### src/hw/adc_ctrl_pkg.sv
// Purpose: shared constants for the converter control block
// Assumes: 125 MHz system clock, 8-bit command and control bytes
// Notes: field positions follow the command byte layout

package adc_ctrl_pkg;

  localparam int RES_W_DEF = 24;
  localparam int BYTE_W = 8;
  localparam int CLK_MHZ = 125;
  // Output update period of the conversion timebase, in microseconds
  localparam int T_ADC_US = 60200;
  localparam int CONV_CYC_DEF = T_ADC_US * CLK_MHZ;
  localparam logic [5:0] ONES_RESET = 6'h20;

  // Command byte fields
  localparam int CMD_WEN_BIT = 7;
  localparam int CMD_RS_HI = 5;
  localparam int CMD_RS_LO = 4;
  localparam int CMD_RW_BIT = 3;
  localparam logic [5:0] CMD_CREAD_ON = 6'h0f;
  localparam logic [5:0] CMD_CREAD_OFF = 6'h0e;

  // Register selects
  localparam logic [1:0] RS_STATUS = 2'h0;
  localparam logic [1:0] RS_MODE = 2'h1;
  localparam logic [1:0] RS_DATA = 2'h3;

  // Mode register
  localparam logic [7:0] MODE_POR = 8'h02;
  localparam int MD_HI_BIT = 7;
  localparam int MD_LO_BIT = 6;
  localparam int POL_BIT = 2;
  localparam logic [1:0] MD_CONT = 2'h0;
  localparam logic [1:0] MD_SINGLE = 2'h2;
  localparam logic [1:0] MD_PDN = 2'h3;

  // Status register
  localparam logic [7:0] STAT_FIXED = 8'h08;
  localparam int STAT_RDY_BIT = 7;
  localparam int STAT_WL_BIT = 2;

  typedef enum logic [1:0] {PH_COMM, PH_WR, PH_RD} phase_t;
  typedef enum logic [1:0] {CV_OFF, CV_SETTLE, CV_RUN} conv_t;

endpackage : adc_ctrl_pkg

### src/hw/adc_conv_readout.sv
// Purpose: conversion sequencing and serial result readout
// Assumes: host clocks sclk, data out on falling, sampled on rising edge
// Notes: sample_i is the filter output, two's complement of full scale
//
// Behaviour
// - Mode 10 powers up, converts once, then returns to shutdown.
// - A single conversion takes two update periods of the timebase.
// - Single mode drives ready line low when the result is stored.
// - After a read, ready stays high until a new conversion finishes.
// - Data register may be reread outside continuous read mode.
// - After power-up the block converts continuously without commands.
// - Every completion outside a data access drops ready status bit; pin follows when selected.
// - Host selects data read by command; result shifts out on sclk.
// - Ready line returns high once the result is fully read.
// - A result completing during a data access outside continuous read is discarded.
// - Command 001111xx enters continuous read mode.
// - Continuous read presents each result without a per-result command.
// - Continuous read gives each result once; ready high until next.
// - In continuous read, an unread or partial result is replaced by the new one at completion.
// - Command 001110xx while ready is low leaves continuous read.
// - Serial input watched in continuous read for exit and ones reset.
// - Unipolar coding is straight binary, zero to all ones.
// - Bipolar coding is offset binary, midscale is one then zeros.
// - Result word is 16 or 24 bits wide by variant.
// - Polarity select bit of the mode register chooses the coding.
// - Mode field: 00 continuous, 01 reserved, 10 single, 11 power-down.
// - Outside continuous read, every transaction starts with a command byte selecting register.
// - Ready goes high one cycle before the data register updates.
// - Thirty-two ones restore power-on values and await a command.

`timescale 1ns/1ps
`default_nettype none

module adc_conv_readout
  import adc_ctrl_pkg::*;
#(
  parameter int RES_W = adc_ctrl_pkg::RES_W_DEF,
  parameter int CONV_CYCLES = adc_ctrl_pkg::CONV_CYC_DEF
)
(
  input wire logic clk_i,
  input wire logic rst_i,
  input wire logic sclk_i,
  input wire logic din_i,
  input wire logic cs_n_i,
  input wire logic [RES_W-1:0] sample_i,
  output logic dout_rdy_o,
  output logic dout_oe_o,
  output logic rdy_n_o,
  output logic cread_o,
  output logic shutdown_o
);
  import adc_ctrl_pkg::*;

  ////////////////////////////////////////////////////////////////////////
  // State

  typedef struct packed {
    logic [2:0] sclk_s;
    logic [1:0] din_s;
    logic [1:0] cs_s;
    phase_t ph;
    logic [1:0] tgt;
    logic [5:0] bits;
    logic [7:0] sin;
    logic [RES_W-1:0] sout;
    logic [7:0] mode;
    logic [RES_W-1:0] data;
    logic rdy;
    logic pend;
    logic cread;
    logic [5:0] ones;
    conv_t cv;
    logic [31:0] tmr;
    logic per;
    logic dout;
    logic oe;
    logic shdn;
  } st_t;

  localparam logic [31:0] TMR_LAST = 32'(CONV_CYCLES - 1);
  localparam logic [5:0] LEN_BYTE = 6'(BYTE_W);
  localparam logic [5:0] LEN_DATA = 6'(RES_W);
  localparam logic STAT_WL = (RES_W == RES_W_DEF);

  // Power-on values of all registers and the interface
  function automatic st_t por_f(input st_t s);
    st_t r;
    r = s;
    // Link clock idles high: no false rise after reset
    r.sclk_s = '1;
    r.dout = 1'b1;
    r.shdn = 1'b0;
    r.ph = PH_COMM;
    r.tgt = RS_STATUS;
    r.bits = '0;
    r.sin = '0;
    r.sout = '0;
    r.mode = MODE_POR;
    r.data = '0;
    r.rdy = 1'b1;
    r.pend = 1'b0;
    r.cread = 1'b0;
    r.ones = '0;
    r.cv = CV_SETTLE;
    r.tmr = '0;
    r.per = 1'b0;
    return r;
  endfunction : por_f

  st_t q;
  st_t n;
  logic rise;
  logic fall;
  logic sel;
  logic [7:0] b;
  logic byte_done;
  logic rd_end;
  logic done;
  logic mode_wr;
  logic cmd_on;
  logic cmd_off;
  logic ifrst;
  logic acc_data;
  logic [1:0] md;
  logic [7:0] stat;
  logic [RES_W-1:0] code;
  logic [5:0] rd_len;

  ////////////////////////////////////////////////////////////////////////
  // Next state

  always_comb
  begin
    n = q;
    n.sclk_s = {q.sclk_s[1:0], sclk_i};
    n.din_s = {q.din_s[0], din_i};
    n.cs_s = {q.cs_s[0], cs_n_i};
    rise = q.sclk_s[1] & ~q.sclk_s[2];
    fall = ~q.sclk_s[1] & q.sclk_s[2];
    sel = ~q.cs_s[1];
    b = {q.sin[6:0], q.din_s[1]};
    byte_done = sel && rise && (q.bits[2:0] == 3'h7);
    rd_len = (q.tgt == RS_DATA) ? LEN_DATA : LEN_BYTE;
    rd_end = sel && rise && (q.ph == PH_RD) && (q.bits + 6'h01 == rd_len);
    md = q.mode[MD_HI_BIT:MD_LO_BIT];
    acc_data = (q.ph == PH_RD) && (q.tgt == RS_DATA);
    done = 1'b0;
    mode_wr = 1'b0;
    cmd_on = 1'b0;
    cmd_off = 1'b0;
    stat = STAT_FIXED;
    stat[STAT_RDY_BIT] = q.rdy;
    stat[STAT_WL_BIT] = STAT_WL;
    // Unipolar straight binary, bipolar offset binary
    if (q.mode[POL_BIT])
    begin
      if (sample_i[RES_W-1])
        code = '0;
      else
        code = {sample_i[RES_W-2:0], sample_i[0]};
    end
    else
    begin
      code = {~sample_i[RES_W-1], sample_i[RES_W-2:0]};
    end

    // Conversion timebase
    case (q.cv)
      CV_OFF:
      begin
        n.tmr = '0;
      end
      default:
      begin
        if (q.tmr == TMR_LAST)
        begin
          n.tmr = '0;
          if (q.cv == CV_RUN || q.per)
          begin
            done = 1'b1;
            n.per = 1'b0;
            n.cv = (md == MD_SINGLE) ? CV_OFF : CV_RUN;
          end
          else
          begin
            n.per = 1'b1;
          end
        end
        else
        begin
          n.tmr = q.tmr + 32'h0000_0001;
        end
      end
    endcase

    // Serial interface
    if (!sel)
    begin
      n.bits = '0;
      if (!q.cread)
        n.ph = PH_COMM;
    end
    else
    begin
      if (rise)
      begin
        n.sin = b;
        n.bits = q.bits + 6'h01;
      end
      // MSB stands until the first rise has taken it
      if (fall && q.ph == PH_RD && q.bits != 6'h00)
        n.sout = {q.sout[RES_W-2:0], 1'b0};
      if (q.cread && byte_done)
      begin
        n.bits = (q.ph == PH_RD) ? q.bits + 6'h01 : '0;
        if (b[7:2] == CMD_CREAD_OFF && !q.rdy)
        begin
          cmd_off = 1'b1;
          n.cread = 1'b0;
          n.ph = PH_COMM;
          n.bits = '0;
        end
      end
      else if (byte_done && q.ph == PH_COMM && !b[CMD_WEN_BIT])
      begin
        n.bits = '0;
        n.tgt = b[CMD_RS_HI:CMD_RS_LO];
        if (b[7:2] == CMD_CREAD_ON)
        begin
          cmd_on = 1'b1;
          n.cread = 1'b1;
        end
        else if (b[CMD_RW_BIT])
        begin
          n.ph = PH_RD;
          if (b[CMD_RS_HI:CMD_RS_LO] == RS_DATA)
            n.sout = q.data;
          else if (b[CMD_RS_HI:CMD_RS_LO] == RS_MODE)
            n.sout = {q.mode, {(RES_W-8){1'b0}}};
          else
            n.sout = {stat, {(RES_W-8){1'b0}}};
        end
        else if (b[CMD_RS_HI:CMD_RS_LO] == RS_MODE)
        begin
          n.ph = PH_WR;
        end
      end
      else if (byte_done && q.ph == PH_COMM)
      begin
        n.bits = '0;
      end
      else if (byte_done && q.ph == PH_WR)
      begin
        n.bits = '0;
        n.ph = PH_COMM;
        n.mode = b;
        mode_wr = 1'b1;
        n.tmr = '0;
        n.per = 1'b0;
        if (b[MD_HI_BIT:MD_LO_BIT] == MD_PDN)
          n.cv = CV_OFF;
        else if (b[MD_HI_BIT:MD_LO_BIT] == MD_SINGLE)
          n.cv = CV_SETTLE;
        else if (b[MD_HI_BIT:MD_LO_BIT] == MD_CONT)
          n.cv = CV_SETTLE;
      end
      if (rd_end)
      begin
        n.ph = PH_COMM;
        n.bits = '0;
        if (q.tgt == RS_DATA)
          n.rdy = 1'b1;
      end
    end

    // Result update: ready raised first, then stored
    if (done)
    begin
      n.pend = 1'b1;
      n.rdy = 1'b1;
    end
    if (q.pend)
    begin
      n.pend = 1'b0;
      if (q.cread)
      begin
        n.data = code;
        n.rdy = 1'b0;
        n.ph = PH_RD;
        n.tgt = RS_DATA;
        n.bits = '0;
        n.sout = code;
      end
      else if (!acc_data)
      begin
        n.data = code;
        n.rdy = 1'b0;
      end
    end

    // Interface reset on a run of ones
    ifrst = 1'b0;
    if (sel && rise)
    begin
      n.ones = q.din_s[1] ? q.ones + 6'h01 : '0;
      if (q.din_s[1] && (q.ones + 6'h01 == ONES_RESET))
        ifrst = 1'b1;
    end
    if (ifrst)
      n = por_f(n);

    n.dout = (n.ph == PH_RD) ? n.sout[RES_W-1] : n.rdy;
    n.oe = ~q.cs_s[1];
    n.shdn = (n.cv == CV_OFF);
  end

  always_ff @(posedge clk_i)
  begin
    if (rst_i)
      q <= por_f('0);
    else
      q <= n;
  end

  assign dout_rdy_o = q.dout;
  assign dout_oe_o = q.oe;
  assign rdy_n_o = q.rdy;
  assign cread_o = q.cread;
  assign shutdown_o = q.shdn;
endmodule : adc_conv_readout

`default_nettype wire

### config.mk
export PLATFORM = sky130hd
export DESIGN_NAME = adc_conv_readout
export DESIGN_NICKNAME = d
export VERILOG_FILES = /design/src/hw/adc_ctrl_pkg.sv /design/src/hw/adc_conv_readout.sv
export SDC_FILE = /design/constraint.sdc
export NUM_CORES = 1
export LEC_CHECK = 0
export BUFFER_PORTS_ARGS = -buffer_cell sky130_fd_sc_hd__clkbuf_2
export CORE_UTILIZATION = 47
export DETAILED_ROUTE_END_ITERATION = 12
export SLEW_MARGIN = 20
export SYNTH_ARGS = -nofsm -noshare
export SYNTH_HDL_FRONTEND = slang
export SYNTH_SLANG_ARGS = --single-unit
export TNS_END_PERCENT = 100
### constraint.sdc
create_clock -name clk_i -period 2.9 [get_ports clk_i]
set_input_delay 0.58 -clock clk_i [delete_from_list [all_inputs] [get_ports clk_i]]
set_output_delay 0.58 -clock clk_i [all_outputs]
set_load 0.01 [all_outputs]
==> flow_summary.json, run 1 <==
{
  "synth_common_cells": "dfxtp_1 (127), nor2_1 (120), a21oi_1 (81)",
  "synth_area_leader_cell": "dfxtp_1",
  "whs_ns": 0.343,
  "path_cells": "ha_1 > ha_1 > a2111oi_0 > o2111ai_1 > o41ai_1 > a31oi_1 > o21a_1 > mux2i_1",
  "grt_antenna_before_repair": 0,
  "ys_warn_count": 0,
  "drt-total-wl_um": 15900,
  "preCtsSetupSlack_ns": 0.355,
  "drive_gt1_frac": 0.134,
  "synth_area_um2": 6390,
  "fmax_mhz": 399,
  "synth.net_count": 825,
  "worst_ep_arrival_time_ns": 2.86,
  "via_per_inst": 5.67,
  "finalHoldViolations": 0,
  "grt_pass1_vias": 5498,
  "crit_path_max_fanout": 6,
  "grt_pass1_wl_um": 26700,
  "r2r_cells": 8,
  "cts_buffers": 17,
  "worst_slew_pin_slew_ns": 0.651,
  "hpwlAfterDp_um": 10800,
  "drcViolationCount": 0,
  "fin_nets": 842,
  "grt_max_degree": 47,
  "synth-async-reset-ratio": 0,
  "via_count": 5641,
  "ir_drop_mv": 0.399,
  "finalCriticalPeriod_ns": 2.51,
  "synthTopCellsByArea": "dfxtp_1 (40%), nor2_1 (7.0%), a21oi_1 (6.3%)",
  "cts_tree": "built",
  "hold_depth": 2,
  "dieArea_um2": 14100,
  "clkSinkCount": 127,
  "cts_root_buf": "clkbuf_16",
  "worstSetupPathType": "reg2reg",
  "gr-usage-all-layers": 0.238,
  "hp-class": "in2reg",
  "rsz0062_at_grt": "no",
  "status": "finished clean",
  "layoutNonFillerInstCount": 995,
  "die_y_um": 119,
  "finalMaxSlewViolations": 0,
  "clk_latency_ns": 0.42,
  "path_depth": 8,
  "synth_cells": 789,
  "num_rows": 42,
  "yosysSeqAreaShare": 0.398,
  "grt_remaining_overflow": 0,
  "cp-end-kind": "flip-flop",
  "period_share": 0.864,
  "ioPinCount": 34,
  "post-cts-setup-buffer-count": 0,
  "portBuffers": 33,
  "drt-initial-drc-count": 370,
  "fin_ws_ns": 0.393,
  "dr.pass1.iters": 4,
  "num_antenna_cells": 0,
  "slowest_delay_ns": 0.48,
  "slew_headroom": 0.562,
  "setup_viol": 0,
  "clk_pin_slew_ns": 0.06,
  "fin_skew_ns": 0.00833,
  "fin_setup_tns_ns": 0,
  "critPathSlowestCell": "a2111oi_0",
  "cp.buffers_inverters": 0,
  "syn_avg_cell_area_um2": 8.10,
  "crit_top_cell": "ha_1",
  "postRouteAntennaNets": 0,
  "die-width_um": 119,
  "wl_per_cell_um": 15.9,
  "p_leak_nw": 2.63,
  "core_area_um2": 13200,
  "cts_max_level": 4,
  "required_ns": 3.26,
  "cap_viol_max_count": 0,
  "ys_ff_latch": 127,
  "yosysMostFrequentCell": "dfxtp_1",
  "synth_edf_count": 0,
  "synth_top_area_share": 0.398,
  "clockBufferDepth": 2,
  "placed_cells": 963,
  "ys_types": 66,
  "cellPowerDensity_nw_per_um2": 561,
  "place_congestion": 0.900,
  "synthFlopType": "dfxtp_1",
  "critical_path.top_delay_family": "compound AO/OA/AOI/OAI gates",
  "initial_utilization": 0.483,
  "area_growth_pct": 14.5,
  "startpoint_type": "flip-flop"
}
==> where the power goes <==
part	switching, mW	total, mW	internal, mW
combinational	0.0808	0.133	0.0520
sequential	0.0113	1.77	1.76
clock	0.809	2.21	1.40
==> per-stage QoR <==
stage	area, um^2	power, mW	utilization
2_1_floorplan	6390	1.89	-
3_3_place_gp	6700	1.94	0.506
3_5_place_dp	6700	1.94	0.506
4_1_cts	7310	4.15	0.552
5_1_grt	7320	4.24	0.553
6_report	7320	4.11	0.553
==> what timing repair did <==
item / 4_1_cts / 5_1_grt
gates resized for setup: 0 / 1
hold buffers: 0 / 0
setup endpoints to repair: 0 / 1
==> cell type report <==
cell class                 count  area, um^2
multi-input combinational    586        3540
timing repair buffer          55         330
sequential                   127        2540
clock inverter                13         161
tap                          176         220
fill                        1296        5920
clock buffer                  19         453
inverter                      19        71.3
==> worst register-to-register path: stages (launching register included) <==
cell,delay [ns]
dfxtp_1,0.33
ha_1,0.24
ha_1,0.26
a2111oi_0,0.48
o2111ai_1,0.28
o41ai_1,0.44
a31oi_1,0.10
o21a_1,0.21
mux2i_1,0.11
==> cell families after synthesis <==
group                    share of synthesized area
AND/OR/NAND/NOR                              0.264
AO/OA/AOI/OAI                                0.189
flip-flops                                   0.398
buffers and inverters                       0.0497
XOR/XNOR                                    0.0460
multiplexers                                0.0401
adder cells (fa/ha/maj)                     0.0137
==> cell usage in the layout (no fill, tap or decap), types with 22 or more instances in the layout <==
cell type and count:
a21oi_1 81, clkbuf_2 33, dfxtp_1 127, nor2_1 120, nand2_1 62, buf_4 22
a211oi_1 33, nor2b_1 32
==> final timing paths <==
kind,slack [ns],end,start
worst max-delay path,0.39,dout_rdy_o,q[111]
worst min-delay path,0.34,q[125],sclk_i
worst max register to register,0.39,dout_rdy_o,q[111]
worst min register to register,0.42,q[126],q[125]
==> sequential cells by signal, indices dropped and copies added (netlist names) <==
name and cells:
b 8, cread_o 1, dout_oe_o 1, dout_rdy_o 1, md 2, q 112
rdy_n_o 1, shutdown_o 1
==> metal layers <==
metal / global-route usage / up-vias / wire, um
li1: - / 2822 / -
met1: 0.300 / 2678 / 7520
met2: 0.397 / 114 / 7530
met3: 0.0512 / 27 / 551
met4: 0.0894 / 0 / 255
met5: 0 / - / 0
No activity file was read; power rests on OpenSTA's default activity.
==> inputs of run 2 (changes only) <==
CELL_PAD_IN_SITES_DETAIL_PLACEMENT = 2   (was unset)
CELL_PAD_IN_SITES_GLOBAL_PLACEMENT = 2   (was unset)
CORE_UTILIZATION = 37   (was 47)
PLACE_DENSITY_LB_ADDON = 0.1   (was unset)
==> flow_summary.json, run 2 (synthesis results as in run 1) <==
{
  "ir_drop_mv": 0.420,
  "hold_depth": 2,
  "layout_common_cells": "dfxtp_1 (127), nor2_1 (120), a21oi_1 (81)",
  "holdPathEnd": "q[125]",
  "power.total_mw": 4.02,
  "critPathLaunch": "q[112]",
  "cts_resized": 0,
  "fin_nets": 845,
  "path_cells": "ha_1 > ha_1 > a2111oi_0 > o2111ai_1 > o41ai_1 > a31oi_1 > o21a_1 > mux2i_1",
  "gr-usage-all-layers": 0.244,
  "r2r_start": "q[112]",
  "rsz0062_at_grt": "no",
  "drt-total-wl_um": 20800,
  "clkSinkCount": 127,
  "finalHoldViolations": 0,
  "grt_antenna_before_repair": 0,
  "layoutNonFillerInstCount": 1042,
  "ioPinCount": 34,
  "finalCriticalPeriod_ns": 2.64,
  "dieArea_um2": 17800,
  "worst_slew_pin_slew_ns": 0.955,
  "cap_viol_max_count": 0,
  "initial_utilization": 0.383,
  "p_leak_nw": 2.63,
  "grt_remaining_overflow": 0,
  "drcViolationCount": 0,
  "cp-end-kind": "flip-flop",
  "cts_max_level": 4,
  "clk_latency_ns": 0.42,
  "critPathSlowestCell": "a2111oi_0",
  "post-cts-setup-buffer-count": 0,
  "fin_skew_ns": 0.00716,
  "portBuffers": 33,
  "setup_viol": 0,
  "fillers": 1913,
  "utilization": 0.440,
  "clk_pin_slew_ns": 0.06,
  "r2r_cells": 8,
  "clockBufferDepth": 2,
  "largest_register_ffs": 112,
  "via_count": 5840,
  "startpoint_type": "flip-flop",
  "worstSetupPathType": "reg2reg",
  "hpwlAfterDp_um": 14000,
  "dr.pass1.iters": 4,
  "die-width_um": 133,
  "hp-class": "in2reg",
  "place_congestion": 0.850,
  "via_per_inst": 5.60,
  "slowest_delay_ns": 0.48,
  "final_common_cell": "dfxtp_1",
  "cts_root_buf": "clkbuf_16",
  "largest_register": "q",
  "reg2reg_to": "dout_rdy_o",
  "cts-hold-fix-buffers": 0,
  "placed_cells": 1010,
  "wl_per_cell_um": 19.9,
  "worst_ep_arrival_time_ns": 2.97,
  "hp-start": "sclk_i",
  "fin_setup_tns_ns": 0,
  "fmax_mhz": 379,
  "cellPowerDensity_nw_per_um2": 547,
  "period_share": 0.910,
  "num_rows": 47,
  "r2r_slack_ns": 0.26,
  "drive_gt1_frac": 0.136,
  "grt_max_degree": 47,
  "required_ns": 3.23,
  "core_area_um2": 16700,
  "crit_top_cell": "ha_1",
  "finalMaxSlewViolations": 0,
  "crit_path_max_fanout": 6,
  "slew_headroom": 0.363,
  "area_growth_pct": 15.0,
  "num_antenna_cells": 0,
  "status": "finished clean",
  "cts_tree": "built",
  "grt_pass1_wl_um": 34100,
  "grt_pass1_vias": 6465,
  "cts_buffers": 17,
  "die_y_um": 133,
  "postRouteAntennaNets": 0,
  "drt-initial-drc-count": 228
}
-- run 2: cell count changes in the layout (fill, tap and decap cells not counted), sizes merged --
cell      delta
buf          +3
bufinv       -1
clkbuf       +1
clkinv       +3
clkinvlp     -1
inv          -2
-- run 2: final cells by class --
class	instances	area, um^2	area share
multi-input cells	586	3540	0.481
flip-flops and latches	127	2540	0.346
clock buffers	20	457	0.0621
repair buffers	58	353	0.0480
well taps	220	275	0.0374
clock inverters	12	118	0.0160
inverters	19	71.3	0.00970
-- run 2: worst max path at each step --
stage / end / slack, ns / depth (start not counted)
finish: dout_rdy_o / 0.26 / 8
global route: q[99] / 0.10 / 9
CTS: q[99] / 0.28 / 9
detailed placement: q[100] / 0.36 / 9
global placement: q[96] / 0.47 / 9
floorplan: q[98] / 0.54 / 8
-- run 2: stage by stage --
step / hold slack [ns] / setup WS, ns / area, um^2
5_1_grt: 0.364 / 0.102 / 7350
2_1_floorplan: 0.386 / 0.545 / 6390
4_1_cts: 0.353 / 0.282 / 7350
6_report: 0.358 / 0.262 / 7350
3_5_place_dp: 0.448 / 0.361 / 6780
3_3_place_gp: 0.437 / 0.474 / 6780
-- run 2: metal layers --
metal,track usage,part of all wire,vias up
li1,-,-,2812
met1,0.297,0.45,2939
met2,0.438,0.51,67
met3,0.0381,0.023,22
met4,0.0789,0.015,0
met5,0,0,-
-- run 2: power by group --
part	switching (mW)	internal [mW]
logic	0.0869	0.0523
clock network	0.812	1.30
registers	0.0119	1.76
-- run 2: critical path, delay by kind of cell, from the launching register on --
kind	cells	cell delay, ns
AO/OA/AOI/OAI	5	1.53
adder cells (fa/ha/maj)	2	0.49
flip-flops	1	0.35
multiplexers	1	0.17
